`src/logic/mps_defines.vh`:
```
// constants for the multipurpose pin select block
`ifndef MPS_DEFINES_VH
`define MPS_DEFINES_VH
// output function select codes
`define MPS_OSEL_RTS        3'h0
`define MPS_OSEL_CT         3'h1
`define MPS_OSEL_TX1X       3'h2
`define MPS_OSEL_TX16X      3'h3
`define MPS_OSEL_RX1X       3'h4
`define MPS_OSEL_RX16X      3'h5
`define MPS_OSEL_TX_HOLDING_EMPTY_N      3'h6
`define MPS_OSEL_RXRDY      3'h7
// input function select codes
`define MPS_ISEL_GPI        2'h0
`define MPS_ISEL_CTS        2'h1
`define MPS_ISEL_TIMER_EXT_CLOCK      2'h2
`define MPS_ISEL_SERIAL_EXT_CLOCK      2'h3
// clock select field positions and external rate codes
`define MPS_CSR_RX_LSB      0
`define MPS_CSR_TX_LSB      4
`define MPS_CSR_EXT16X      4'hE
`define MPS_CSR_EXT1X       4'hF
// reset values
`define MPS_RST_OSEL        3'h0
`define MPS_RST_RTS_N       1'h1
`define MPS_RST_PIN         1'h1
`define MPS_RST_OE          1'h1
`define MPS_RST_GPI         1'h1
`define MPS_RST_CTS_N       1'h0
`endif

```
`src/logic/mps_pin_select.v`:
```
// multipurpose output and input pin function select
// Summary of operation
// exactly one selected function is routed to the output pin
// request-to-send follows assert and negate commands
// transmit auto mode releases request-to-send when transmitter empties
// receive flow mode releases request-to-send when fifo and shifter full
// output can carry timer output or tx/rx 1x or 16x clocks
// transmit-ready pulls pin low while holding register empty, open drain
// receive-ready pulls low on fifo not empty or full, open drain
// input pin level is readable as general input status bit
// remote drives clear-to-send low to allow transmission
// input pin can clock the counter/timer
// external serial clock is 1x or 16x per clock select nibbles
// external receive clock samples serial input on rising edge
// external transmit clock changes serial output on falling edge
// new output selection reaches pin within few cycles, glitch free
`timescale 1ns/1ps
`default_nettype none
`include "mps_defines.vh"
module mps_pin_select (
    input  wire       sys_clk_i,
    input  wire       sys_rst_i,
    input  wire [2:0] out_sel_i,        // auxiliary control output select
    input  wire [1:0] in_sel_i,         // auxiliary control input select
    input  wire [7:0] clock_select_bits_i,
    input  wire       rts_assert_i,     // command pulse
    input  wire       rts_negate_i,     // command pulse
    input  wire       tx_auto_rts_i,    // mode: release after transmit done
    input  wire       rx_flow_rts_i,    // mode: release on receive full
    input  wire       rx_full_level_i,  // 1: ready flag means fifo full
    input  wire       tx_shift_done_i,  // pulse: character fully shifted
    input  wire       tx_holding_empty_i,
    input  wire       rx_fifo_not_empty_i,
    input  wire       rx_fifo_full_i,
    input  wire       rx_shift_full_i,
    input  wire       counter_timer_out_i,
    input  wire       tx_baud_clock_1x_i,
    input  wire       tx_baud_clock_16x_i,
    input  wire       rx_baud_clock_1x_i,
    input  wire       rx_baud_clock_16x_i,
    input  wire       multi_input_pin_i,
    output reg        multi_output_pin_o,
    output reg        multi_output_pin_oe_o,
    output reg        general_input_o,
    output reg        clear_to_send_n_o,
    output reg        timer_ext_tick_o,
    output reg        rx_ext_clk_en_o,
    output reg        rx_ext_16x_o,
    output reg        rx_sample_o,
    output reg        tx_ext_clk_en_o,
    output reg        tx_ext_16x_o,
    output reg        tx_shift_o
);
    // synchronised view of the input pin
    wire       pin_lvl;
    wire       pin_rise;
    wire       pin_fall;
    // request-to-send flop and its next value
    reg        request_to_send_n_r;
    reg        rts_n_nxt;
    // registered output select and next pin drive
    reg  [2:0] sel_r;
    reg        pin_nxt;
    reg        oe_nxt;
    // next values of the input-side outputs
    reg        gpi_nxt;
    reg        cts_n_nxt;
    reg        tick_nxt;
    reg        rx_en_nxt;
    reg        rx_16x_nxt;
    reg        rx_smp_nxt;
    reg        tx_en_nxt;
    reg        tx_16x_nxt;
    reg        tx_shf_nxt;
    // decoded clock select nibbles
    wire [3:0] rx_code;
    wire [3:0] tx_code;

    // is a clock select nibble an external clock code
    function is_ext;
        input [3:0] code;
        begin
            is_ext = (code == `MPS_CSR_EXT16X) || (code == `MPS_CSR_EXT1X);
        end
    endfunction

    // input pin is an external serial clock for the given direction
    function ext_clk;
        input [1:0] isel;
        input [3:0] code;
        begin
            ext_clk = (isel == `MPS_ISEL_SERIAL_EXT_CLOCK) && is_ext(code);
        end
    endfunction

    // receive and transmit rate nibbles of the clock select byte
    assign rx_code = clock_select_bits_i[`MPS_CSR_RX_LSB +: 4];
    assign tx_code = clock_select_bits_i[`MPS_CSR_TX_LSB +: 4];

    // pin level passes four flops (three stages and the filter output) before any function sees it
    mps_sync3 u_sync (
        .sys_clk_i (sys_clk_i),
        .sys_rst_i (sys_rst_i),
        .async_i   (multi_input_pin_i),
        .level_o   (pin_lvl),
        .rise_o    (pin_rise),
        .fall_o    (pin_fall)
    );

    // request-to-send next value; negate beats assert, commands beat auto releases
    always @* begin
        rts_n_nxt = request_to_send_n_r;
        if (rts_negate_i) begin
            rts_n_nxt = 1'b1;
        end else if (rts_assert_i) begin
            rts_n_nxt = 1'b0;
        end else if (tx_auto_rts_i && tx_shift_done_i) begin
            rts_n_nxt = 1'b1;
        end else if (rx_flow_rts_i && rx_fifo_full_i && rx_shift_full_i) begin
            // both receive stages hold data; releasing stops the remote sender
            rts_n_nxt = 1'b1;
        end
    end

    // request-to-send flop; released (high) out of reset
    always @(posedge sys_clk_i) begin
        if (sys_rst_i) begin
            request_to_send_n_r <= `MPS_RST_RTS_N;
        end else begin
            request_to_send_n_r <= rts_n_nxt;
        end
    end

    // output mux; selection registered once so a change lands cleanly
    // open-drain codes drive a constant low and steer only the enable,
    // so the pin never shows a driven high while it should be released
    always @* begin
        pin_nxt = 1'b1;
        oe_nxt  = 1'b1;
        case (sel_r)
            `MPS_OSEL_RTS:   pin_nxt = request_to_send_n_r;
            `MPS_OSEL_CT:    pin_nxt = counter_timer_out_i;
            `MPS_OSEL_TX1X:  pin_nxt = tx_baud_clock_1x_i;
            `MPS_OSEL_TX16X: pin_nxt = tx_baud_clock_16x_i;
            `MPS_OSEL_RX1X:  pin_nxt = rx_baud_clock_1x_i;
            `MPS_OSEL_RX16X: pin_nxt = rx_baud_clock_16x_i;
            `MPS_OSEL_TX_HOLDING_EMPTY_N: begin
                pin_nxt = 1'b0;
                oe_nxt  = tx_holding_empty_i;
            end
            `MPS_OSEL_RXRDY: begin
                pin_nxt = 1'b0;
                oe_nxt  = rx_full_level_i ? rx_fifo_full_i
                                          : rx_fifo_not_empty_i;
            end
            default: begin
                pin_nxt = 1'b1;
                oe_nxt  = 1'b1;
            end
        endcase
    end

    // registered pin drive; two-cycle select latency, no partial-cycle glitch
    // trade-off: one extra cycle of latency buys a pin that never shows a mux race
    always @(posedge sys_clk_i) begin
        if (sys_rst_i) begin
            sel_r                 <= `MPS_RST_OSEL;
            multi_output_pin_o    <= `MPS_RST_PIN;
            multi_output_pin_oe_o <= `MPS_RST_OE;
        end else begin
            sel_r                 <= out_sel_i;
            multi_output_pin_o    <= pin_nxt;
            multi_output_pin_oe_o <= oe_nxt;
        end
    end

    // input pin functions; the pin level always feeds the status bit
    always @* begin
        gpi_nxt    = pin_lvl;
        // cts reads low (allowed) unless the pin serves as cts, so a spare pin never stalls
        cts_n_nxt  = 1'b0;
        tick_nxt   = 1'b0;
        rx_en_nxt  = ext_clk(in_sel_i, rx_code);
        rx_16x_nxt = (rx_code == `MPS_CSR_EXT16X);
        tx_en_nxt  = ext_clk(in_sel_i, tx_code);
        tx_16x_nxt = (tx_code == `MPS_CSR_EXT16X);
        // receive samples on the synchronised rising edge only
        rx_smp_nxt = rx_en_nxt && pin_rise;
        // transmit shifts on the synchronised falling edge only
        tx_shf_nxt = tx_en_nxt && pin_fall;
        case (in_sel_i)
            `MPS_ISEL_CTS:   cts_n_nxt = pin_lvl;
            `MPS_ISEL_TIMER_EXT_CLOCK: tick_nxt  = pin_rise;
            default: begin
                cts_n_nxt = 1'b0;
                tick_nxt  = 1'b0;
            end
        endcase
    end

    // input-side outputs registered; edge ticks last exactly one cycle
    always @(posedge sys_clk_i) begin
        if (sys_rst_i) begin
            general_input_o   <= `MPS_RST_GPI;
            clear_to_send_n_o <= `MPS_RST_CTS_N;
            timer_ext_tick_o  <= 1'b0;
            rx_ext_clk_en_o   <= 1'b0;
            rx_ext_16x_o      <= 1'b0;
            rx_sample_o       <= 1'b0;
            tx_ext_clk_en_o   <= 1'b0;
            tx_ext_16x_o      <= 1'b0;
            tx_shift_o        <= 1'b0;
        end else begin
            general_input_o   <= gpi_nxt;
            clear_to_send_n_o <= cts_n_nxt;
            timer_ext_tick_o  <= tick_nxt;
            rx_ext_clk_en_o   <= rx_en_nxt;
            rx_ext_16x_o      <= rx_16x_nxt;
            rx_sample_o       <= rx_smp_nxt;
            tx_ext_clk_en_o   <= tx_en_nxt;
            tx_ext_16x_o      <= tx_16x_nxt;
            tx_shift_o        <= tx_shf_nxt;
        end
    end
endmodule
`default_nettype wire

```
`src/logic/mps_sync3.v`:
```
// three-stage input synchroniser with agreement filter
`timescale 1ns/1ps
`default_nettype none
module mps_sync3 (
    input  wire sys_clk_i,
    input  wire sys_rst_i,
    input  wire async_i,
    output reg  level_o,
    output reg  rise_o,
    output reg  fall_o
);
    reg s1_r;
    reg s2_r;
    reg s3_r;

    // first stage feeds only the second; level changes once stages two and three agree
    always @(posedge sys_clk_i) begin
        if (sys_rst_i) begin
            s1_r    <= 1'b1;
            s2_r    <= 1'b1;
            s3_r    <= 1'b1;
            level_o <= 1'b1;
            rise_o  <= 1'b0;
            fall_o  <= 1'b0;
        end else begin
            s1_r   <= async_i;
            s2_r   <= s1_r;
            s3_r   <= s2_r;
            rise_o <= 1'b0;
            fall_o <= 1'b0;
            if (s2_r == s3_r && s3_r != level_o) begin
                level_o <= s3_r;
                rise_o  <= s3_r;
                fall_o  <= ~s3_r;
            end
        end
    end
endmodule
`default_nettype wire
```
`config.mk`:
```
export PLATFORM = sky130hd
export DESIGN_NAME = mps_pin_select
export DESIGN_NICKNAME = d
export VERILOG_FILES = /design/src/logic/mps_pin_select.v /design/src/logic/mps_sync3.v
export VERILOG_INCLUDE_DIRS = /design/src /design/src/logic
export SDC_FILE = /design/constraint.sdc
export NUM_CORES = 1
export LEC_CHECK = 0
export BUFFER_PORTS_ARGS = -buffer_cell sky130_fd_sc_hd__buf_2
export CAP_MARGIN = 20
export CORE_MARGIN = 2
export CORE_UTILIZATION = 31
export DETAILED_ROUTE_END_ITERATION = 10
export PLACE_DENSITY_LB_ADDON = 0.15
export SETUP_SLACK_MARGIN = 0.4
export SYNTH_ARGS = -nofsm -noshare
export SYNTH_HDL_FRONTEND = slang
export SYNTH_HIERARCHICAL = 1
export SYNTH_SLANG_ARGS = --single-unit
export TNS_END_PERCENT = 1
```
`constraint.sdc`:
```
create_clock -name sys_clk_i -period 1.16 [get_ports sys_clk_i]
set_input_delay 0.174 -clock sys_clk_i [delete_from_list [all_inputs] [get_ports sys_clk_i]]
set_output_delay 0.174 -clock sys_clk_i [all_outputs]
set_load 0.01 [all_outputs]
```
Word level (Yosys, flattened, before mapping)
Cells that the tools add are included.

Bitwise operators: 4. Div/mod/pow operators: 0. Reductions and logical operators: 17. Equality and inequality tests: 16. Shift operators: 0. Add/subtract/negate cells: 0. Multiply operators: 0. Multiplexer cells: 6. $lt $le $gt $ge: 0.

Operators with widths (count): $eq A4 B4 Y1 const B (4); $eq A3 B3 Y1 const B (4); $reduce_or A2 Y1 (5); $logic_and A1 B1 Y1 (8); $pmux W1 S7 (1); $eq A3 B2 Y1 const B (2); $eq A2 B2 Y1 const B (2); $mux W1 (4); $not A1 Y1 (4); $eq A3 B1 Y1 const B (1); $logic_not A3 Y1 (1); $reduce_bool A3 Y1 (1); $eq A2 B1 Y1 const B (1); $logic_or A1 B1 Y1 (2); $pmux W1 S2 (1); $eq A1 B1 Y1 (1); $ne A1 B1 Y1 (1).

Bits in latches: 0. Logic and storage cells: 62. ROM bits: 0. Input bits: 31. Output and inout port bits: 11. Memories: 0. Bits in writable memories: 0. Flip-flop bits (word level): 21.

Depth between registers and ports, before layout
Gate-level depths: netlist of run 1.

Word-level depth: 5. Gate-level depth with buffers: 3. Depth with buffers taken out: 3.

Modules after synthesis
Netlist of run 1, hierarchy kept.

Modules (own cells, without submodules): mps_pin_select (cells each 44, times used 1, area each 498.0 µm²); mps_sync3 (cells each 15, times used 1, area each 176.4 µm²).

Worst setup path before layout of run 1
Ideal clock, no wire load.

Kind: register -> register. Start point: reg sel_r[1]. End point: reg multi_output_pin_o. Arrival: 982 ps. Clock period less this slack: 1111 ps. Path buffers: 0. Cell stages (with the launch flop): 4. Slack: 49 ps. Cells stage by stage: dfxtp_1 > mux4_2 > nand2_1 > o311ai_1.

Word-level cells in the longest chain between the ends: 3. Elaborated cells on any way between the ends: 10. Those cells by class: 7 x eq/ne; 1 x mux; 2 x reduce/logical.

RTL lines: start: declaration (RTL line mps_pin_select.v:62) `reg [2:0] sel_r;`; start signal: assignment (RTL line mps_pin_select.v:167) `` sel_r <= `MPS_RST_OSEL; ``; start signal: assignment (RTL line mps_pin_select.v:171) `sel_r <= out_sel_i;`; $eq A3 B3 Y1 (RTL line mps_pin_select.v:140) `case (sel_r)`; $reduce_or A2 Y1 (no line); $pmux W1 S7 * (RTL line mps_pin_select.v:140); end signal: assignment (RTL line mps_pin_select.v:168) `` multi_output_pin_o <= `MPS_RST_PIN; ``; end signal: assignment (RTL line mps_pin_select.v:172) `multi_output_pin_o <= pin_nxt;`; end: declaration (RTL line mps_pin_select.v:42) `output reg multi_output_pin_o,`.

Every way passes the cells marked *; elsewhere a longest branch is shown, timed or not. A chain may end at the register's enable or synchronous reset.

Final worst setup path of run 1
Same ends and word-level chain as after synthesis.

==> results of run 1 <==
## cells in the final DEF (no fill, tap or decap), types with 2 or more instances in the layout
| cell type | n |
|---|---|
| buf_2 | 41 |
| dfxtp_1 | 20 |
| nor3_1 | 4 |
| nand3_1 | 3 |
| nor2_1 | 3 |
| nor2b_1 | 3 |
| a21oi_1 | 3 |
| clkbuf_4 | 3 |
| nor4bb_1 | 2 |
| and2_1 | 2 |
| inv_1 | 2 |
| mux2i_1 | 2 |
| buf_4 | 2 |
| or2_1 | 2 |
## cell usage after synthesis (all sizes together)
cell and instances:
dfxtp 21, nor3 4, or2 4, a21oi 3, nand3 3, nor2 3, nor2b 3, and2 2
inv 2, mux2i 2, nand2 2, nor4bb 2, clkbuf 1, mux2 1, mux4 1, nand3b 1
nand4 1, nor3b 1, o311ai 1, or3 1
## worst max-delay path, cell delays in order (launching register included)
cell      delay [ns]
dfxtp_2         0.35
mux4_2          0.50
nand2_2         0.06
o311ai_1        0.08
## kinds of logic (layout without fill, tap and decap cells)
family | Yosys count | after routing | synth area share, %
and+or+nand+nor | 27 | 27 | 24.5
DFF | 21 | 21 | 62.3
AOI/OAI and AO/OA | 4 | 4 | 3.52
muxes | 4 | 4 | 7.98
buffers and inverters | 3 | 49 | 1.67
## routing by layer
| layer | global-route usage (%) | vias to the layer above | part of all wire (%) |
|---|---|---|---|
| met5 | 0 | - | 0 |
| met4 | 5.41 | 0 | 0 |
| met3 | 3.57 | 0 | 11 |
| met2 | 18.4 | 23 | 47 |
| met1 | 12.3 | 237 | 42 |
| li1 | - | 301 | - |
## through the flow
stage | cells | util [%] | setup slack [ns] | power (uW) | hold slack (ns)
after floorplan | 59 | - | 0.0967 | 808 | 0.250
final | 132 | 47.7 | 0.0551 | 1200 | 0.0251
after detailed placement | 127 | 45.9 | 0.0528 | 876 | 0.345
after CTS | 132 | 47.6 | 0.0536 | 1210 | 0.0135
after global placement | 127 | 45.9 | 0.0786 | 874 | 0.341
after global routing | 132 | 47.7 | 0.00735 | 1260 | 0.00535
## area by class of cell
cell class                      count  area (sq um)  area share [%]
Inverter                            2          7.51           0.786
Sequential cell                    21           422            44.2
Timing Repair Buffer               43           220            23.1
Tap cell                           27          33.8            3.54
Multi-Input combinational cell     35           245            25.7
Clock buffer                        4          26.3            2.75
## worst min-delay path by stage
| stage | start | end | slack (ns) | cells after the start |
|---|---|---|---|---|
| floorplan | in_sel_i[1] | clear_to_send_n_o | 0.25 | 1 |
| global placement | clock_select_bits_i[4] | tx_ext_16x_o | 0.34 | 2 |
| detailed placement | clock_select_bits_i[0] | rx_ext_16x_o | 0.34 | 2 |
| CTS | clock_select_bits_i[0] | rx_ext_16x_o | 0.01 | 2 |
| global route | clock_select_bits_i[0] | rx_ext_16x_o | 0.005 | 2 |
| finish | clock_select_bits_i[0] | rx_ext_16x_o | 0.03 | 2 |
## power by group through the flow
stage	registers [uW]	logic, uW	clock network, uW
3_3_place_gp	765	109	0
6_report	748	113	335
4_1_cts	749	114	352
2_1_floorplan	768	40.2	0
3_5_place_dp	766	111	0
5_1_grt	751	128	380
## what timing repair did
action | in CTS | in global routing
setup buffers | 1 | 0
resized for setup | 0 | 1
setup endpoints to repair | 16 | 16
==> impl_metrics.yaml, run 1 <==
global_route:
  grt_max_degree: 13
  grt.total_usage_pct: 10.9
  antenna_found_initial: 0
  overflow: 0
  first_global_vias: 495
  grt_pass1_wl_mm: 2.12
finish:
  num_antenna_cells: 0
  fillerInstances: 212
  largest_reg_flops: 3
  nets: 137
  area_delta_synth_final_pct: 41.6
  largest_register: "sel_r"
  final_area_sq_um: 955
  layout-drive-gt1-share_pct: 50.5
synth:
  ys_warn_count: 6
  synth_area_leaders: "dfxtp_1 62%, mux4_2 3.3%, mux2i_1 3.0%, nor3_1 3.0%, nor4bb_1 3.0%"
  ys_seq_elements: 21
  synth_cell_type_count: 22
  synth_fp_nets: 90
  yosysSeqAreaShare_pct: 62.3
  post-synth-top-area-fraction_pct: 62.3
  synth_top_area_cell: "dfxtp_1"
  synth.avg_cell_area_sq_um: 11.4
  netlist_area_sq_um: 674
  netlist_instances: 59
floorplan:
  die_area_sq_um: 2560
  die-width_um: 50.6
  start_util_pct: 33.7
  row_count: 16
  die_h_um: 50.6
  ios: 42
  coreArea_sq_um: 2000
timing:
  final.setup.tns_ns: 0
  period_minus_slack_ns: 1.10
  hold_viol_final: 0
  slew_headroom_pct: 83.8
  fmax_mhz: 905
  rsz0062_at_grt: "true"
  drv_slew: 0
  setup-violations-final: 0
  finClkSkew_ns: 0.00840
  finalCritPeriodShare_pct: 95.3
  worst_pin_slew_ns: 0.239
status:
  status: "completed"
setup_path:
  start_kind: "register"
  crit_end: "multi_output_pin_o"
  worstPathArrival_ns: 1.28
  crit_path_start: "sel_r[1]"
  reg2reg_setup_slack_ns: 0.06
  required_ns: 1.33
  reg2reg_depth: 3
  path_max_fanout: 2
  criticalPathCategory: "register to register"
  r2r_start: "sel_r[1]"
  crit_path_end_kind: "register"
  crit-reg2reg-capture: "multi_output_pin_o"
power_and_ir_drop:
  p_sw_uw: 254
  p_clk_share_pct: 28.0
  p_comb_share_pct: 9.5
  sw_frac_of_total_pct: 21.2
  p_int_uw: 943
  vdd_ir_drop_max_v: 0.000759
  power_density_nw_per_um2: 1250
  power_frac_seq_pct: 62.5
  leakage_uw: 0.000448
min_path:
  hold_path_class: "input port to register"
drt:
  vias_per_cell: 4.25
  drcViolationCount: 0
  firstDrtPassIters: 4
  routedWlPerCell_um: 9.73
  via_count: 561
  first_iter_violations: 7
  wirelength_mm: 1.29
  drtAntennaViolNets: 0
place:
  dp.final_hpwl_mm: 1.02
  place.gp.congestion: 0.641
  postPlaceCellArea_sq_um: 918
  port_buffers: 41
cts:
  htree_levels: 1
  holdBufCountCts: 0
  clk-insertion-delay-late_ns: 0.29
  cts_tree: "built"
  cts_root_buf: "clkbuf_4"
  numCtsBuffers: 3
  clockBufferDepth: 2
  clkTransAtPathRegs_ns: 0.11
  cts_sinks: 21
run:
  drv_cap: 0
Note: power is estimated with default switching activity, not from simulation.
==> run 2: changes to the inputs <==
- SYNTH_HIERARCHICAL: 1 -> not set
==> impl_metrics.yaml, run 2 <==
finish:
  final_cells: 131
  largest_reg_flops: 3
  layout-drive-gt1-share_pct: 56.7
  num_antenna_cells: 0
  mostFrequentLayoutCells: "40 x buf_2, 16 x dfxtp_1, 4 x or2_2"
  nets: 136
  area_delta_synth_final_pct: 44.7
  layout_commonest_cell: "buf_2"
  largest_register: "sel_r"
status:
  status: "completed"
min_path:
  hold_path_class: "input port to register"
global_route:
  overflow: 0
  first_global_vias: 556
  antenna_found_initial: 0
  grt.total_usage_pct: 11.6
  grt_max_degree: 15
  grt_pass1_wl_mm: 2.24
cts:
  clkTransAtPathRegs_ns: 0.11
  clockBufferDepth: 2
  cts_root_buf: "clkbuf_4"
  cts_sinks: 21
  clk-insertion-delay-late_ns: 0.29
  numCtsBuffers: 3
  holdBufCountCts: 0
  cts_tree: "built"
  htree_levels: 1
synth:
  ys_warn_count: 0
  synth_cell_type_count: 21
  netlist_area_sq_um: 666
  synth_top_family_by_area: "simple AND/OR/NAND/NOR gates"
  synth_top_area_cell: "dfxtp_1"
  synth-xor-area-share_pct: 0
  synthMostInstantiatedCell: "dfxtp_1"
  synth-edff-count: 0
  synth_area_leaders: "dfxtp_1 63%, or2_2 3.8%, mux4_2 3.4%, mux2i_1 3.0%, nor4bb_1 3.0%"
  synth-compound-area-share_pct: 4.32
  ys_seq_elements: 21
  synth_flop_cell: "dfxtp_1"
  synthSimpleGateAreaFrac_pct: 22.7
  post-synth-top-area-fraction_pct: 63.2
  synth_fp_nets: 90
  yosys-top-cells-count: "21 x dfxtp_1, 4 x nor2_1, 4 x or2_2"
  async_reset_ff_share_pct: 0
  synthAdderAreaFrac_pct: 0
  netlist_instances: 59
  synthMuxAreaShare_pct: 8.08
  synth.avg_cell_area_sq_um: 11.3
  yosysSeqAreaShare_pct: 63.2
setup_path:
  required_ns: 1.33
  criticalPathCategory: "register to register"
  crit_path_end_kind: "register"
  start_kind: "register"
  cp_top_family: "multiplexers"
  slowest_delay_ns: 0.49
  crit_buf_inv: 0
  crit_chain: "mux4_2 > nand2_1 > o311ai_1"
  worstPathArrival_ns: 1.28
  critPathSlowestCell: "mux4_2"
  path_max_fanout: 2
drt:
  wirelength_mm: 1.20
  via_count: 562
  drtAntennaViolNets: 0
  firstDrtPassIters: 1
  drcViolationCount: 0
  routedWlPerCell_um: 9.13
  first_iter_violations: 0
  vias_per_cell: 4.29
timing:
  final.setup.tns_ns: 0
  setup-violations-final: 0
  fmax_mhz: 908
  finClkSkew_ns: 0.00418
  slew_headroom_pct: 84.1
  rsz0062_at_grt: "true"
  drv_slew: 0
  hold_viol_final: 0
  finalCritPeriodShare_pct: 94.9
  period_minus_slack_ns: 1.10
  worst_pin_slew_ns: 0.238
power_and_ir_drop:
  vdd_ir_drop_max_v: 0.000776
  power_density_nw_per_um2: 1230
  leakage_uw: 0.000445
place:
  place.gp.congestion: 0.685
  dp.final_hpwl_um: 977
  port_buffers: 41
  dp.cells: 126
floorplan:
  die_h_um: 50.3
  start_util_pct: 33.2
  row_count: 16
  ios: 42
  die_area_sq_um: 2530
  die-width_um: 50.3
  coreArea_sq_um: 2000
run:
  drv_cap: 0
## run 2: repair_timing
action | 4_1_cts | 5_1_grt
endpoints found under the setup margin | 17 | 19
buffers inserted | 1 | 0
pin swaps | 0 | 3
resized for setup | 0 | 10
## run 2: path summary, 6_finish.rpt
kind                           from               endpoint  slack, ns  cells past startpoint
max                        sel_r[2]     multi_output_pin_o       0.06                      3
min          clock_select_bits_i[0]           rx_ext_16x_o       0.03                      2
max reg2reg                sel_r[2]     multi_output_pin_o       0.06                      3
min reg2reg                sel_r[1]  multi_output_pin_oe_o       0.42                      1
## run 2: cell type report
class	instances	area [sq um]
fillers	206	1040
flip-flops and latches	21	432
multi-input cells	35	245
repair buffers	42	219
well taps	27	33.8
clock buffers	4	26.3
inverters	2	7.51
## run 2: cells by family after synthesis
family	after synthesis
DFF	21
AOI/OAI and AO/OA	5
muxes	4
and+or+nand+nor	26
buffers and inverters	3
## run 2: where the power goes
part	switching (uW)	internal, uW
Sequential	9.31	736
Combinational	41.4	67.6
Clock	193	133
## run 2: worst reg2reg max path, stage by stage, from the launching register on
cell	delay, ns
dfxtp_2	0.35
mux4_2	0.49
nand2_1	0.07
o311ai_1	0.08
## run 2: metal layers
layer	wire length, um	vias up	GRT usage, %
li1	-	297	-
met1	502	246	12.6
met2	583	17	20.2
met3	98	2	4.17
met4	11	0	5.41
met5	0	-	0
## run 2: stage by stage
step	worst slack, ns	area, sq um	hold WS [ns]	utilization [%]	power, uW
6_report	0.0588	963	0.0280	48.1	1180
5_1_grt	-0.0131	963	0.0147	48.1	1260
4_1_cts	0.0535	936	0.0165	46.8	1200
3_5_place_dp	0.0522	902	0.341	45.1	872
3_3_place_gp	0.0747	902	0.341	45.1	869
2_1_floorplan	0.0889	667	0.250	-	807
